<file path="src/mdi_pkg.sv">
`default_nettype none

package mdi_pkg;

	// core clock rate, ref_clk
	localparam int CLK_MHZ = 250;

	// beat periods and the heartbeat time in ns, and the derived counts of ref_clk cycles
	localparam int MII100_PERIOD_NS = 40;
	localparam int MII10_PERIOD_NS = 400;
	localparam int RMII_PERIOD_NS = 20;
	localparam int RMII10_BEAT_NS = 200;
	localparam int HB_TIME_NS = 1000;

	localparam logic [6:0] MII100_CYC = 7'((MII100_PERIOD_NS * CLK_MHZ) / 1000);
	localparam logic [6:0] MII10_CYC = 7'((MII10_PERIOD_NS * CLK_MHZ) / 1000);
	localparam logic [6:0] RMII_CYC = 7'((RMII_PERIOD_NS * CLK_MHZ) / 1000);
	localparam logic [6:0] RMII10_CYC = 7'((RMII10_BEAT_NS * CLK_MHZ) / 1000);
	localparam logic [8:0] HB_CYC = 9'((HB_TIME_NS * CLK_MHZ) / 1000);

	// register byte offsets
	localparam logic [7:0] CTRL_OFS = 8'h00;
	localparam logic [7:0] STAT_OFS = 8'h04;

	// control field positions
	localparam int CTRL_RMII_BIT = 0;
	localparam int CTRL_SPD100_BIT = 1;
	localparam int CTRL_FDX_BIT = 2;
	localparam int CTRL_HB_BIT = 3;

	// status field positions
	localparam int STAT_CRS_BIT = 0;
	localparam int STAT_COL_BIT = 1;
	localparam int STAT_RXDV_BIT = 2;
	localparam int STAT_TXEN_BIT = 3;
	localparam int STAT_ACT_LSB = 4;

	typedef struct packed {
		logic hb;
		logic fdx;
		logic spd100;
		logic rmii;
	} mdi_cfg_s;

	// reset: mii, 100 Mb/s, half duplex, heartbeat on
	localparam mdi_cfg_s CTRL_RST = 4'ha;

	typedef struct packed {
		mdi_cfg_s cfg;
		mdi_cfg_s act;
		logic wb_ack;
		logic [31:0] wb_dat;
		logic tx_half;
		logic [1:0] tx_lo;
		logic line_tx_en;
		logic [3:0] line_tx_nib;
		logic line_tx_stb;
		logic tx_en_d;
		logic rx_half;
		logic [1:0] rx_hi;
		logic rx_dv;
		logic rx_er;
		logic [3:0] rxd;
		logic crs;
		logic [8:0] hb_cnt;
		logic col;
	} mdi_state_s;

	typedef struct packed {
		logic [6:0] cnt;
		logic lvl;
		logic tick;
	} mdi_div_s;

endpackage : mdi_pkg

// clock divider: square level plus a pulse on its rising edge
module mdi_clkdiv
(
	// clock and reset
	input wire logic ref_clk,
	input wire logic nrst,
	// shape
	input wire logic [6:0] period,
	input wire logic [6:0] hi_len,
	// output
	output logic lvl,
	output logic tick
);

	mdi_pkg::mdi_div_s st;
	mdi_pkg::mdi_div_s next_st;

	always_comb
	begin
		next_st = st;
		// a shorter new period must not strand the count above it
		if (st.cnt >= period - 7'h01)
			next_st.cnt = 7'h00;
		else
			next_st.cnt = st.cnt + 7'h01;
		next_st.lvl = next_st.cnt < hi_len;
		next_st.tick = next_st.cnt == 7'h00;
	end

	always_ff @(posedge ref_clk or negedge nrst)
	begin
		if (!nrst)
			st <= '0;
		else
			st <= next_st;
	end

	assign lvl = st.lvl;
	assign tick = st.tick;

endmodule : mdi_clkdiv

`default_nettype wire

</file>
<file path="src/mdi_mac_if.sv">
// Decided for this implementation: register access over Wishbone and the register offsets.
`default_nettype none

module mdi_mac_if
(
	// clock and reset
	input wire logic ref_clk,
	input wire logic nrst,
	// wishbone slave
	input wire logic wb_cyc_i,
	input wire logic wb_stb_i,
	input wire logic wb_we_i,
	input wire logic [7:0] wb_adr_i,
	input wire logic [3:0] wb_sel_i,
	input wire logic [31:0] wb_dat_i,
	output logic [31:0] wb_dat_o,
	output logic wb_ack_o,
	// mac transmit side
	input wire logic tx_en,
	input wire logic [3:0] txd,
	output logic tx_clk,
	// mac receive side
	output logic rx_clk,
	output logic rx_dv,
	output logic rx_er,
	output logic [3:0] rxd,
	output logic crs,
	output logic col,
	// system clock out
	output logic system_clock_output,
	// line transmit stream
	output logic line_tx_en,
	output logic [3:0] line_tx_nib,
	output logic line_tx_stb,
	// line receive stream
	input wire logic line_rx_carrier,
	input wire logic line_rx_dv,
	input wire logic line_rx_err,
	input wire logic [3:0] line_rx_nib,
	output logic line_rx_take
);

	mdi_pkg::mdi_state_s st;
	mdi_pkg::mdi_state_s next_st;

	logic [6:0] beat_period;
	logic [6:0] sys_period;
	logic beat_lvl;
	logic beat_tick;
	logic sys_lvl;
	logic wb_req;
	logic idle;
	logic [3:0] rx_corr;
	logic [31:0] stat_word;

	// data beat: mii clock period, or rmii dibit rate (slowed for 10M)
	always_comb
	begin
		if (st.act.rmii)
			beat_period = st.act.spd100 ? mdi_pkg::RMII_CYC : mdi_pkg::RMII10_CYC;
		else
			beat_period = st.act.spd100 ? mdi_pkg::MII100_CYC : mdi_pkg::MII10_CYC;
		sys_period = st.act.rmii ? mdi_pkg::RMII_CYC : mdi_pkg::MII100_CYC;
	end

	mdi_clkdiv u_beat
	(
		.ref_clk(ref_clk),
		.nrst(nrst),
		.period(beat_period),
		.hi_len({1'b0, beat_period[6:1]}),
		.lvl(beat_lvl),
		.tick(beat_tick)
	);

	// 50 MHz is an odd count of core cycles, so duty is 2 of 5
	mdi_clkdiv u_sys
	(
		.ref_clk(ref_clk),
		.nrst(nrst),
		.period(sys_period),
		.hi_len({1'b0, sys_period[6:1]}),
		.lvl(sys_lvl),
		.tick()
	);

	assign wb_req = wb_cyc_i & wb_stb_i & ~st.wb_ack;
	assign idle = ~tx_en & ~st.tx_en_d & ~line_rx_carrier & ~line_rx_dv & ~st.rx_dv;

	// corruption keeps timing but breaks the frame check
	assign rx_corr = line_rx_err ? ~line_rx_nib : line_rx_nib;

	always_comb
	begin
		stat_word = 32'h0000_0000;
		stat_word[mdi_pkg::STAT_CRS_BIT] = st.crs;
		stat_word[mdi_pkg::STAT_COL_BIT] = st.col;
		stat_word[mdi_pkg::STAT_RXDV_BIT] = st.rx_dv;
		stat_word[mdi_pkg::STAT_TXEN_BIT] = st.tx_en_d;
		stat_word[mdi_pkg::STAT_ACT_LSB +: 4] = st.act;
	end

	always_comb
	begin
		next_st = st;

		// wishbone: one wait state, ack for one cycle
		next_st.wb_ack = wb_req;
		next_st.wb_dat = 32'h0000_0000;
		if (wb_req)
		begin
			case (wb_adr_i & 8'hfc)
				mdi_pkg::CTRL_OFS:
				begin
					next_st.wb_dat = {28'h000_0000, st.cfg};
					if (wb_we_i && wb_sel_i[0])
						next_st.cfg = mdi_pkg::mdi_cfg_s'(wb_dat_i[3:0]);
				end
				mdi_pkg::STAT_OFS:
					next_st.wb_dat = stat_word;
				default:
					next_st.wb_dat = 32'h0000_0000;
			endcase
		end

		// a mode change mid-frame would split nibbles, so wait for idle
		if (idle)
			next_st.act = st.cfg;

		next_st.tx_en_d = tx_en;

		// transmit path
		next_st.line_tx_stb = 1'b0;
		if (beat_tick)
		begin
			if (!st.act.rmii)
			begin
				next_st.line_tx_en = tx_en;
				next_st.line_tx_nib = tx_en ? txd : 4'h0;
				next_st.line_tx_stb = 1'b1;
				next_st.tx_half = 1'b0;
			end
			else if (!tx_en)
			begin
				next_st.tx_half = 1'b0;
				next_st.line_tx_en = 1'b0;
				next_st.line_tx_nib = 4'h0;
				next_st.line_tx_stb = 1'b1;
			end
			else if (!st.tx_half)
			begin
				next_st.tx_lo = txd[1:0];
				next_st.tx_half = 1'b1;
			end
			else
			begin
				next_st.line_tx_en = 1'b1;
				next_st.line_tx_nib = {txd[1:0], st.tx_lo};
				next_st.line_tx_stb = 1'b1;
				next_st.tx_half = 1'b0;
			end
		end

		// receive path
		if (beat_tick)
		begin
			if (!st.act.rmii)
			begin
				next_st.rx_dv = line_rx_dv;
				next_st.rx_er = line_rx_dv & line_rx_err & st.act.spd100;
				next_st.rxd = line_rx_dv ? rx_corr : 4'h0;
				next_st.crs = line_rx_carrier;
				next_st.rx_half = 1'b0;
			end
			else if (!st.rx_half)
			begin
				next_st.rx_dv = line_rx_dv;
				next_st.rx_er = line_rx_dv & line_rx_err & st.act.spd100;
				next_st.rxd = line_rx_dv ? {2'b00, rx_corr[1:0]} : 4'h0;
				next_st.rx_hi = rx_corr[3:2];
				next_st.rx_half = line_rx_dv;
				// carrier gone with data left: low on first dibit
				next_st.crs = line_rx_carrier;
			end
			else
			begin
				next_st.rxd = {2'b00, st.rx_hi};
				next_st.rx_half = 1'b0;
				// and high on second, so the mac sees the toggle
				next_st.crs = line_rx_carrier | st.rx_dv;
			end
		end

		// heartbeat after each transmission in mii 10M half duplex
		if (st.hb_cnt != 9'h000)
			next_st.hb_cnt = st.hb_cnt - 9'h001;
		if (st.tx_en_d && !tx_en && st.act.hb && !st.act.spd100 && !st.act.fdx && !st.act.rmii)
			next_st.hb_cnt = mdi_pkg::HB_CYC;
		if (st.act.fdx || st.act.rmii)
			next_st.hb_cnt = 9'h000;

		// rmii has no collision pin; the mac works it out from crs_dv
		if (st.act.fdx || st.act.rmii)
			next_st.col = 1'b0;
		else
			next_st.col = (tx_en & line_rx_carrier) | (next_st.hb_cnt != 9'h000);
	end

	always_ff @(posedge ref_clk or negedge nrst)
	begin
		if (!nrst)
		begin
			st <= '0;
			st.cfg <= mdi_pkg::CTRL_RST;
			st.act <= mdi_pkg::CTRL_RST;
		end
		else
			st <= next_st;
	end

	// take is a handshake strobe: nibble is sampled in the same cycle
	assign line_rx_take = beat_tick & (~st.act.rmii | ~st.rx_half);

	assign tx_clk = beat_lvl & ~st.act.rmii;
	assign rx_clk = beat_lvl & ~st.act.rmii;
	assign system_clock_output = sys_lvl;

	assign wb_ack_o = st.wb_ack;
	assign wb_dat_o = st.wb_dat;
	assign rx_dv = st.rx_dv;
	assign rx_er = st.rx_er;
	assign rxd = st.rxd;
	assign crs = st.crs;
	assign col = st.col;
	assign line_tx_en = st.line_tx_en;
	assign line_tx_nib = st.line_tx_nib;
	assign line_tx_stb = st.line_tx_stb;

endmodule : mdi_mac_if

`default_nettype wire

</file>
<file path="config.mk">
export PLATFORM = sky130hd
export DESIGN_NAME = mdi_mac_if
export DESIGN_NICKNAME = d
export VERILOG_FILES = /design/src/mdi_pkg.sv /design/src/mdi_mac_if.sv
export SDC_FILE = /design/constraint.sdc
export NUM_CORES = 1
export LEC_CHECK = 0
export ABC_AREA = 0
export BUFFER_PORTS_ARGS = -buffer_cell sky130_fd_sc_hd__buf_2
export CORE_MARGIN = 5
export CORE_UTILIZATION = 50
export CTS_CLUSTER_SIZE = 40
export DETAILED_ROUTE_END_ITERATION = 12
export HOLD_SLACK_MARGIN = 0.02
export PLACE_DENSITY = 0.78
export SLEW_MARGIN = 20
export SYNTH_ARGS = -nofsm -noshare
export SYNTH_HDL_FRONTEND = slang
export SYNTH_SLANG_ARGS = --single-unit
</file>
<file path="constraint.sdc">
create_clock -name ref_clk -period 4.3 [get_ports ref_clk]
set_input_delay 0 -clock ref_clk [delete_from_list [all_inputs] [get_ports ref_clk]]
set_output_delay 0 -clock ref_clk [all_outputs]
set_load 0.02 [all_outputs]
</file>
**Yosys cells after proc, flatten, opt, wreduce, memory -nomap -nowiden**

Cells that the tools add are included.

- Output and inout bits: 51
- Logic and storage cells: 113
- Register bits: 88

- Muxes and demuxes: 28
- Bitwise logic cells: 24
- Add/sub/neg operators: 5
- Equal/unequal tests: 3
- Magnitude comparators: 4
- Reductions and logical operators: 20

Operators with widths:

| kind | count |
|---|---|
| 7-bit 2-to-1 mux | 5 |
| 32-bit 2-to-1 mux | 1 |
| 9-bit 2-to-1 mux | 3 |
| 6-bit 2-to-1 mux | 4 |
| 9-bit nonzero test | 2 |
| 4-bit 2-to-1 mux | 4 |
| 8-bit one-hot mux with 2 select lines | 1 |
| 7-bit by 1-bit adder with 7-bit output, second input constant | 2 |
| 7-bit greater-or-equal comparator | 2 |
| 1-bit AND | 11 |
| 1-bit NOT | 9 |
| 9-bit by 1-bit subtractor with 9-bit output, second input constant | 1 |
| 8-bit zero test | 1 |
| 7-bit zero test | 1 |
| 7-bit by 3-bit less-than comparator with 1-bit output | 1 |
| 7-bit by 6-bit less-than comparator with 1-bit output | 1 |
| 1-bit 2-to-1 mux | 7 |
| 7-bit by 1-bit subtractor with 7-bit output, second input constant | 1 |
| 6-bit by 1-bit == test with 1-bit output, second input constant | 1 |
| 1-bit logical AND | 6 |
| 3-bit AND reduction | 2 |
| 4-bit by 1-bit subtractor with 5-bit output, second input constant | 1 |
| 1-bit zero test | 4 |
| 2-bit 2-to-1 mux | 2 |
| 8 further kinds | 11 |

**Depth between registers and ports, before layout**

- Word-level depth: 11
- Depth in mapped cells: 14
- Depth with buffers taken out: 14

**Modules after synthesis**

A second synthesis with hierarchy kept.

- Cells, all modules: 422
- Area total of the unflattened synthesis: 4155.2 um2

Modules (own cells, without submodules):

| module | sequential area each (um2) | times used | area each (um2) | cells each |
|---|---|---|---|---|
| mdi_mac_if | 1181.1 | 1 | 2558.7 | 252 |
| mdi_clkdiv | 225.2 | 2 | 798.3 | 85 |

**Worst setup path before layout**

OpenSTA, ideal clock, no wires.

- Path type: register to register
- Start: register st[63] in the netlist's numbering
- End: register u_sys.st, in the netlist u_sys.lvl
- Cell stages (with the launch flop): 12
- Clock period less this slack: 2898 ps
- Path buffers: 0
- Setup slack: 1402 ps
- Arrival time: 2817 ps
- Cell sequence: dfrtp_1 > inv_1 > ha_1 > or3b_2 > a21oi_1 > o21ai_0 > nor2_1 > ha_1 > a21oi_1 > nor2b_1 > or4_1 > a31oi_1

RTL lines:

| what | RTL line | text |
|---|---|---|
| start, declared | mdi_mac_if.sv:43 | `mdi_pkg::mdi_state_s st;` |
| start signal, assigned | mdi_mac_if.sv:218 | `st <= next_st;` |
| end signal, assigned | mdi_pkg.sv:111 | `st <= next_st;` |
| end, declared | mdi_pkg.sv:91 | `mdi_pkg::mdi_div_s st;` |

==> tab_implementation.tex <==
\begin{tabular}{lr}
\hline
Metric & Value \\
\hline
\multicolumn{2}{l}{\textbf{Layout}} \\
Layout cells sized above 1 & 21.9\% \\
Final design area excluding fillers & 4190 µm² \\
Number of fill cells & 598 \\
Final nets & 512 \\
Post-synthesis to final-layout area growth & 15.8\% \\
Reg area & 1610 µm² \\
Antenna diode count & 0 \\
Footprint of the multi-input gates & 1670 µm² \\
\multicolumn{2}{l}{\textbf{Routing}} \\
Routed Antenna Nets & 0 \\
DR iter-0 viols & 98 \\
Residual DRC count & 0 \\
Drt wl/cell & 14.1 µm \\
Number of search-and-repair iterations in the first detailed-routing pass & 4 \\
Routed wire length & 7.43 mm \\
Via count & 2657 \\
Vias per cell & 5.03 \\
\multicolumn{2}{l}{\textbf{Setup path}} \\
Worst Reg2Reg Path Length in Cells & 13 \\
Sort of element at the end of the critical path & flop \\
CP max-delay cell & sky130\_fd\_sc\_hd\_\_dfstp\_2 \\
Worst Path Class, Setup & flop to flop \\
Crit Path Max Fanout & 10 \\
CP peak stage delay & 0.67 ns \\
CP required & 4.57 ns \\
Reg-to-reg slack, setup & 1.07 ns \\
CP Data Arrival Time & 3.50 ns \\
CP startpoint kind & flop \\
Cells along the critical path & inv\_1 -> ha\_1 -> inv\_1 -> ha\_1 -> a21o\_1 -> a21o\_1 -> a21oi\_1 -> o21ai\_1 -> nor2\_1 -> ha\_1 -> a41o\_1 -> a21oi\_1 -> o21a\_1 \\
Worst reg2reg path startpoint & st[64] \\
End of the worst register-to-register path & u\_beat.lvl \\
Most common cell type on the critical path & sky130\_fd\_sc\_hd\_\_ha\_1 \\
\multicolumn{2}{l}{\textbf{Global route}} \\
Antenna violations before repair & 0 \\
All-Layer GR Usage & 17.4\% \\
Wire length of the first global-routing pass & 12.2 mm \\
Largest net degree at the start of global routing & 65 \\
Global route total overflow & 0 \\
Vias in the first global route & 2647 \\
\multicolumn{2}{l}{\textbf{Min path}} \\
Path category of the worst min-delay check & primary input to flop \\
Cell count of the worst hold path & 2 \\
End of the worst hold path & wb\_dat\_o[7] \\
Start point of the worst hold path & wb\_adr\_i[2] \\
\multicolumn{2}{l}{\textbf{Clock tree}} \\
Buffers inserted during post-CTS setup optimization & 0 \\
CTS root buf & sky130\_fd\_sc\_hd\_\_clkbuf\_8 \\
Number of gates resized after CTS & 0 \\
Clock transition at the registers of the reported paths & 0.07 ns \\
Hold buffer count at cts & 19 \\
TritonCTS clock tree & done \\
CTS Sinks & 64 \\
Buffer depth of the longest clock path & 2 \\
Deepest level of the CTS H-tree & 3 \\
Num CTS Buffers & 9 \\
Worst-Skew Late Latency & 0.33 ns \\
\multicolumn{2}{l}{\textbf{Timing}} \\
Setup skew after layout & 0.00571 ns \\
Shortest period the worst path allows & 3.23 ns \\
Timing-limited maximum frequency & 0.310 GHz \\
Worst-Margin Slew & 0.868 ns \\
Final worst setup slack & 1.07 ns \\
Final Cycle Share & 75.0\% \\
Sum of negative setup slack & 0 ns \\
Worst rel slew slack & 41.6\% \\
\# setup viols final & 0 \\
RSZ-0062 raised after global routing & false \\
Count of final max-slew check failures & 0 \\
Hold Vio Cnt, Final & 0 \\
\multicolumn{2}{l}{\textbf{Placement}} \\
Count of input and output buffers & 54 \\
Detailed-placement wirelength estimate & 5.31 mm \\
Place WS & 1.17 ns \\
Cell Area, Placed & 3790 µm² \\
Final GP Congestion & 0.865 \\
\multicolumn{2}{l}{\textbf{Power}} \\
Peak VDD IR & 0.227 mV \\
Power density of the placed cells & 645 nW/µm² \\
Static Leakage & 2.12 nW \\
\multicolumn{2}{l}{\textbf{Synthesis}} \\
Share of flip-flops with an asynchronous set or reset & 100\% \\
Portion of the post-synthesis area used by sequential elements & 44.4\% \\
Count of yosys warnings during synthesis & 0 \\
Number of enable-type register cells in the synthesized netlist & 0 \\
Portion of synthesized cell area occupied by the leading cell type & 41.5\% \\
Post-synthesis sequential element count & 64 \\
Yosys top cell by area & sky130\_fd\_sc\_hd\_\_dfrtp\_1 \\
Gate Count Post-Synth & 362 \\
Count of cell types in the netlist & 47 \\
Ys flop type & sky130\_fd\_sc\_hd\_\_dfrtp\_1 \\
Post-Synthesis Cell Area & 3620 µm² \\
Top post-synthesis cells by area & sky130\_fd\_sc\_hd\_\_dfrtp\_1 (41\%), sky130\_fd\_sc\_hd\_\_ha\_1 (9.3\%), sky130\_fd\_sc\_hd\_\_buf\_4 (8.5\%), sky130\_fd\_sc\_hd\_\_nor2\_1 (3.1\%), sky130\_fd\_sc\_hd\_\_dfstp\_2 (2.9\%) \\
Avg Synthesized Cell Area & 10.0 µm² \\
\multicolumn{2}{l}{\textbf{Run}} \\
Number of violations of the max-capacitance limit & 0 \\
\multicolumn{2}{l}{\textbf{Die}} \\
Floorplan Core Area & 7140 µm² \\
Std-Cell Rows & 31 \\
Starting density of the core & 50.7\% \\
Number of top-level pins & 112 \\
Floorplan die height & 95.1 µm \\
DIE AREA & 9040 µm² \\
Die Wd & 95.1 µm \\
\multicolumn{2}{l}{\textbf{Run status}} \\
Run status & completed \\
\hline
\end{tabular}
-- power breakdown --
part,internal [mW],total (mW),switching [mW]
registers,0.774,0.951,0.177
logic,0.514,1.19,0.678
clock network,0.342,0.561,0.219
-- synthesized netlist by cell type (2+ instances only) --
library cell	n
sky130_fd_sc_hd__a21oi_1	16
sky130_fd_sc_hd__mux2_2	8
sky130_fd_sc_hd__buf_4	41
sky130_fd_sc_hd__a32oi_1	2
sky130_fd_sc_hd__clkbuf_1	9
sky130_fd_sc_hd__xor2_1	7
sky130_fd_sc_hd__nor3_1	5
sky130_fd_sc_hd__nand2b_1	3
sky130_fd_sc_hd__a22oi_1	4
sky130_fd_sc_hd__or2_2	3
sky130_fd_sc_hd__o21ai_0	15
sky130_fd_sc_hd__o22ai_1	3
sky130_fd_sc_hd__or3_4	2
sky130_fd_sc_hd__nand3_1	11
sky130_fd_sc_hd__nor2b_1	3
sky130_fd_sc_hd__nor2_1	30
sky130_fd_sc_hd__ha_1	27
sky130_fd_sc_hd__xnor2_1	10
sky130_fd_sc_hd__inv_1	25
sky130_fd_sc_hd__mux2i_1	6
sky130_fd_sc_hd__a21o_1	4
sky130_fd_sc_hd__or4_1	5
sky130_fd_sc_hd__o21a_1	2
sky130_fd_sc_hd__nor4_1	3
sky130_fd_sc_hd__and3_1	7
sky130_fd_sc_hd__or4_4	2
sky130_fd_sc_hd__a31oi_1	7
sky130_fd_sc_hd__dfrtp_1	60
sky130_fd_sc_hd__dfstp_2	4
sky130_fd_sc_hd__o31ai_1	3
sky130_fd_sc_hd__nand2_1	19
-- routing by layer --
| layer | up-vias | wire, µm | global-route usage [%] |
|---|---|---|---|
| met2 | 71 | 3720 | 30.0 |
| li1 | 1301 | - | - |
| met1 | 1269 | 3210 | 20.7 |
| met3 | 16 | 322 | 2.60 |
| met4 | 0 | 171 | 9.50 |
| met5 | - | 0 | 0 |
-- cell families (layout without fill, tap and decap cells) --
| group | count (synthesis) | in the layout | synth area share (%) |
|---|---|---|---|
| multiplexers | 14 | 14 | 4.15 |
| other | 1 | 26 | 0.104 |
| buffers and inverters | 75 | 117 | 12.0 |
| AND/OR/NAND/NOR | 101 | 101 | 15.0 |
| adder cells (fa/ha/maj) | 27 | 27 | 9.33 |
| XOR/XNOR | 17 | 17 | 4.11 |
| flip-flops | 64 | 64 | 44.4 |
| AO/OA/AOI/OAI | 63 | 63 | 10.9 |
-- worst max-delay path by stage --
stage | cells past startpoint | start | slack, ns | endpoint
final | 13 | st[64] | 1.07 | u_beat.lvl
after global routing | 13 | st[64] | 0.90 | u_beat.lvl
after CTS | 13 | st[64] | 1.06 | u_beat.lvl
after detailed placement | 13 | st[64] | 1.17 | u_beat.lvl
after global placement | 13 | st[64] | 1.21 | u_beat.lvl
after floorplan | 11 | st[63] | 1.40 | u_sys.lvl
-- registers in the layout (all words and copies together) (netlist names) --
register / flops
st: 24
crs: 1
rx_dv: 1
u_beat.st: 7
u_beat.tick: 1
wb_ack_o: 1
wb_dat_o: 8
u_sys.lvl: 1
rx_er: 1
line_tx_en: 1
col: 1
line_tx_nib: 4
line_tx_stb: 1
u_beat.lvl: 1
rxd: 4
u_sys.st: 7
-- layout by cell type, fill, tap and decap left out, types with 4 or more instances in the layout --
cell                            count
sky130_fd_sc_hd__dfrtp_1           60
sky130_fd_sc_hd__buf_2             54
sky130_fd_sc_hd__nor2_1            30
sky130_fd_sc_hd__ha_1              27
sky130_fd_sc_hd__conb_1            26
sky130_fd_sc_hd__inv_1             25
sky130_fd_sc_hd__nand2_1           19
sky130_fd_sc_hd__dlygate4sd3_1     19
sky130_fd_sc_hd__a21oi_1           16
sky130_fd_sc_hd__o21ai_0           15
sky130_fd_sc_hd__nand3_1           11
sky130_fd_sc_hd__xnor2_1           10
sky130_fd_sc_hd__clkbuf_8          10
sky130_fd_sc_hd__mux2_2             8
sky130_fd_sc_hd__and3_1             7
sky130_fd_sc_hd__xor2_1             7
sky130_fd_sc_hd__a31oi_1            7
sky130_fd_sc_hd__mux2i_1            6
sky130_fd_sc_hd__nor3_1             5
sky130_fd_sc_hd__or4_1              5
sky130_fd_sc_hd__a21o_1             4
sky130_fd_sc_hd__a22oi_1            4
sky130_fd_sc_hd__dfstp_2            4
-- per-stage QoR --
stage               power [mW]  instances  util, %  hold WS, ns
finish                    2.70        528     58.7       0.0615
global route              2.92        528     58.7       0.0459
CTS                       2.72        528     58.7       0.0473
detailed placement        2.12        493     53.1        0.209
global placement          2.05        493     53.1        0.213
floorplan                 1.85        387        -       -0.296
-- worst max-delay path: cells and delay by family (launching register included) --
| family | cells | cell delay, ns |
|---|---|---|
| AOI/OAI and AO/OA | 7 | 1.25 |
| adders and majority gates | 3 | 0.73 |
| buffers and inverters | 2 | 0.25 |
| DFF | 1 | 0.67 |
| and+or+nand+nor | 1 | 0.27 |
-- final cells by class --
class | count | area share, %
Clock buffer | 13 | 3.55
Clock inverter | 3 | 1.55
Inverter | 25 | 2.24
Multi-Input combinational cell | 248 | 39.9
Sequential cell | 64 | 38.3
Tap cell | 99 | 2.95
Timing Repair Buffer | 76 | 11.5
(Power assumes the default switching activity.)
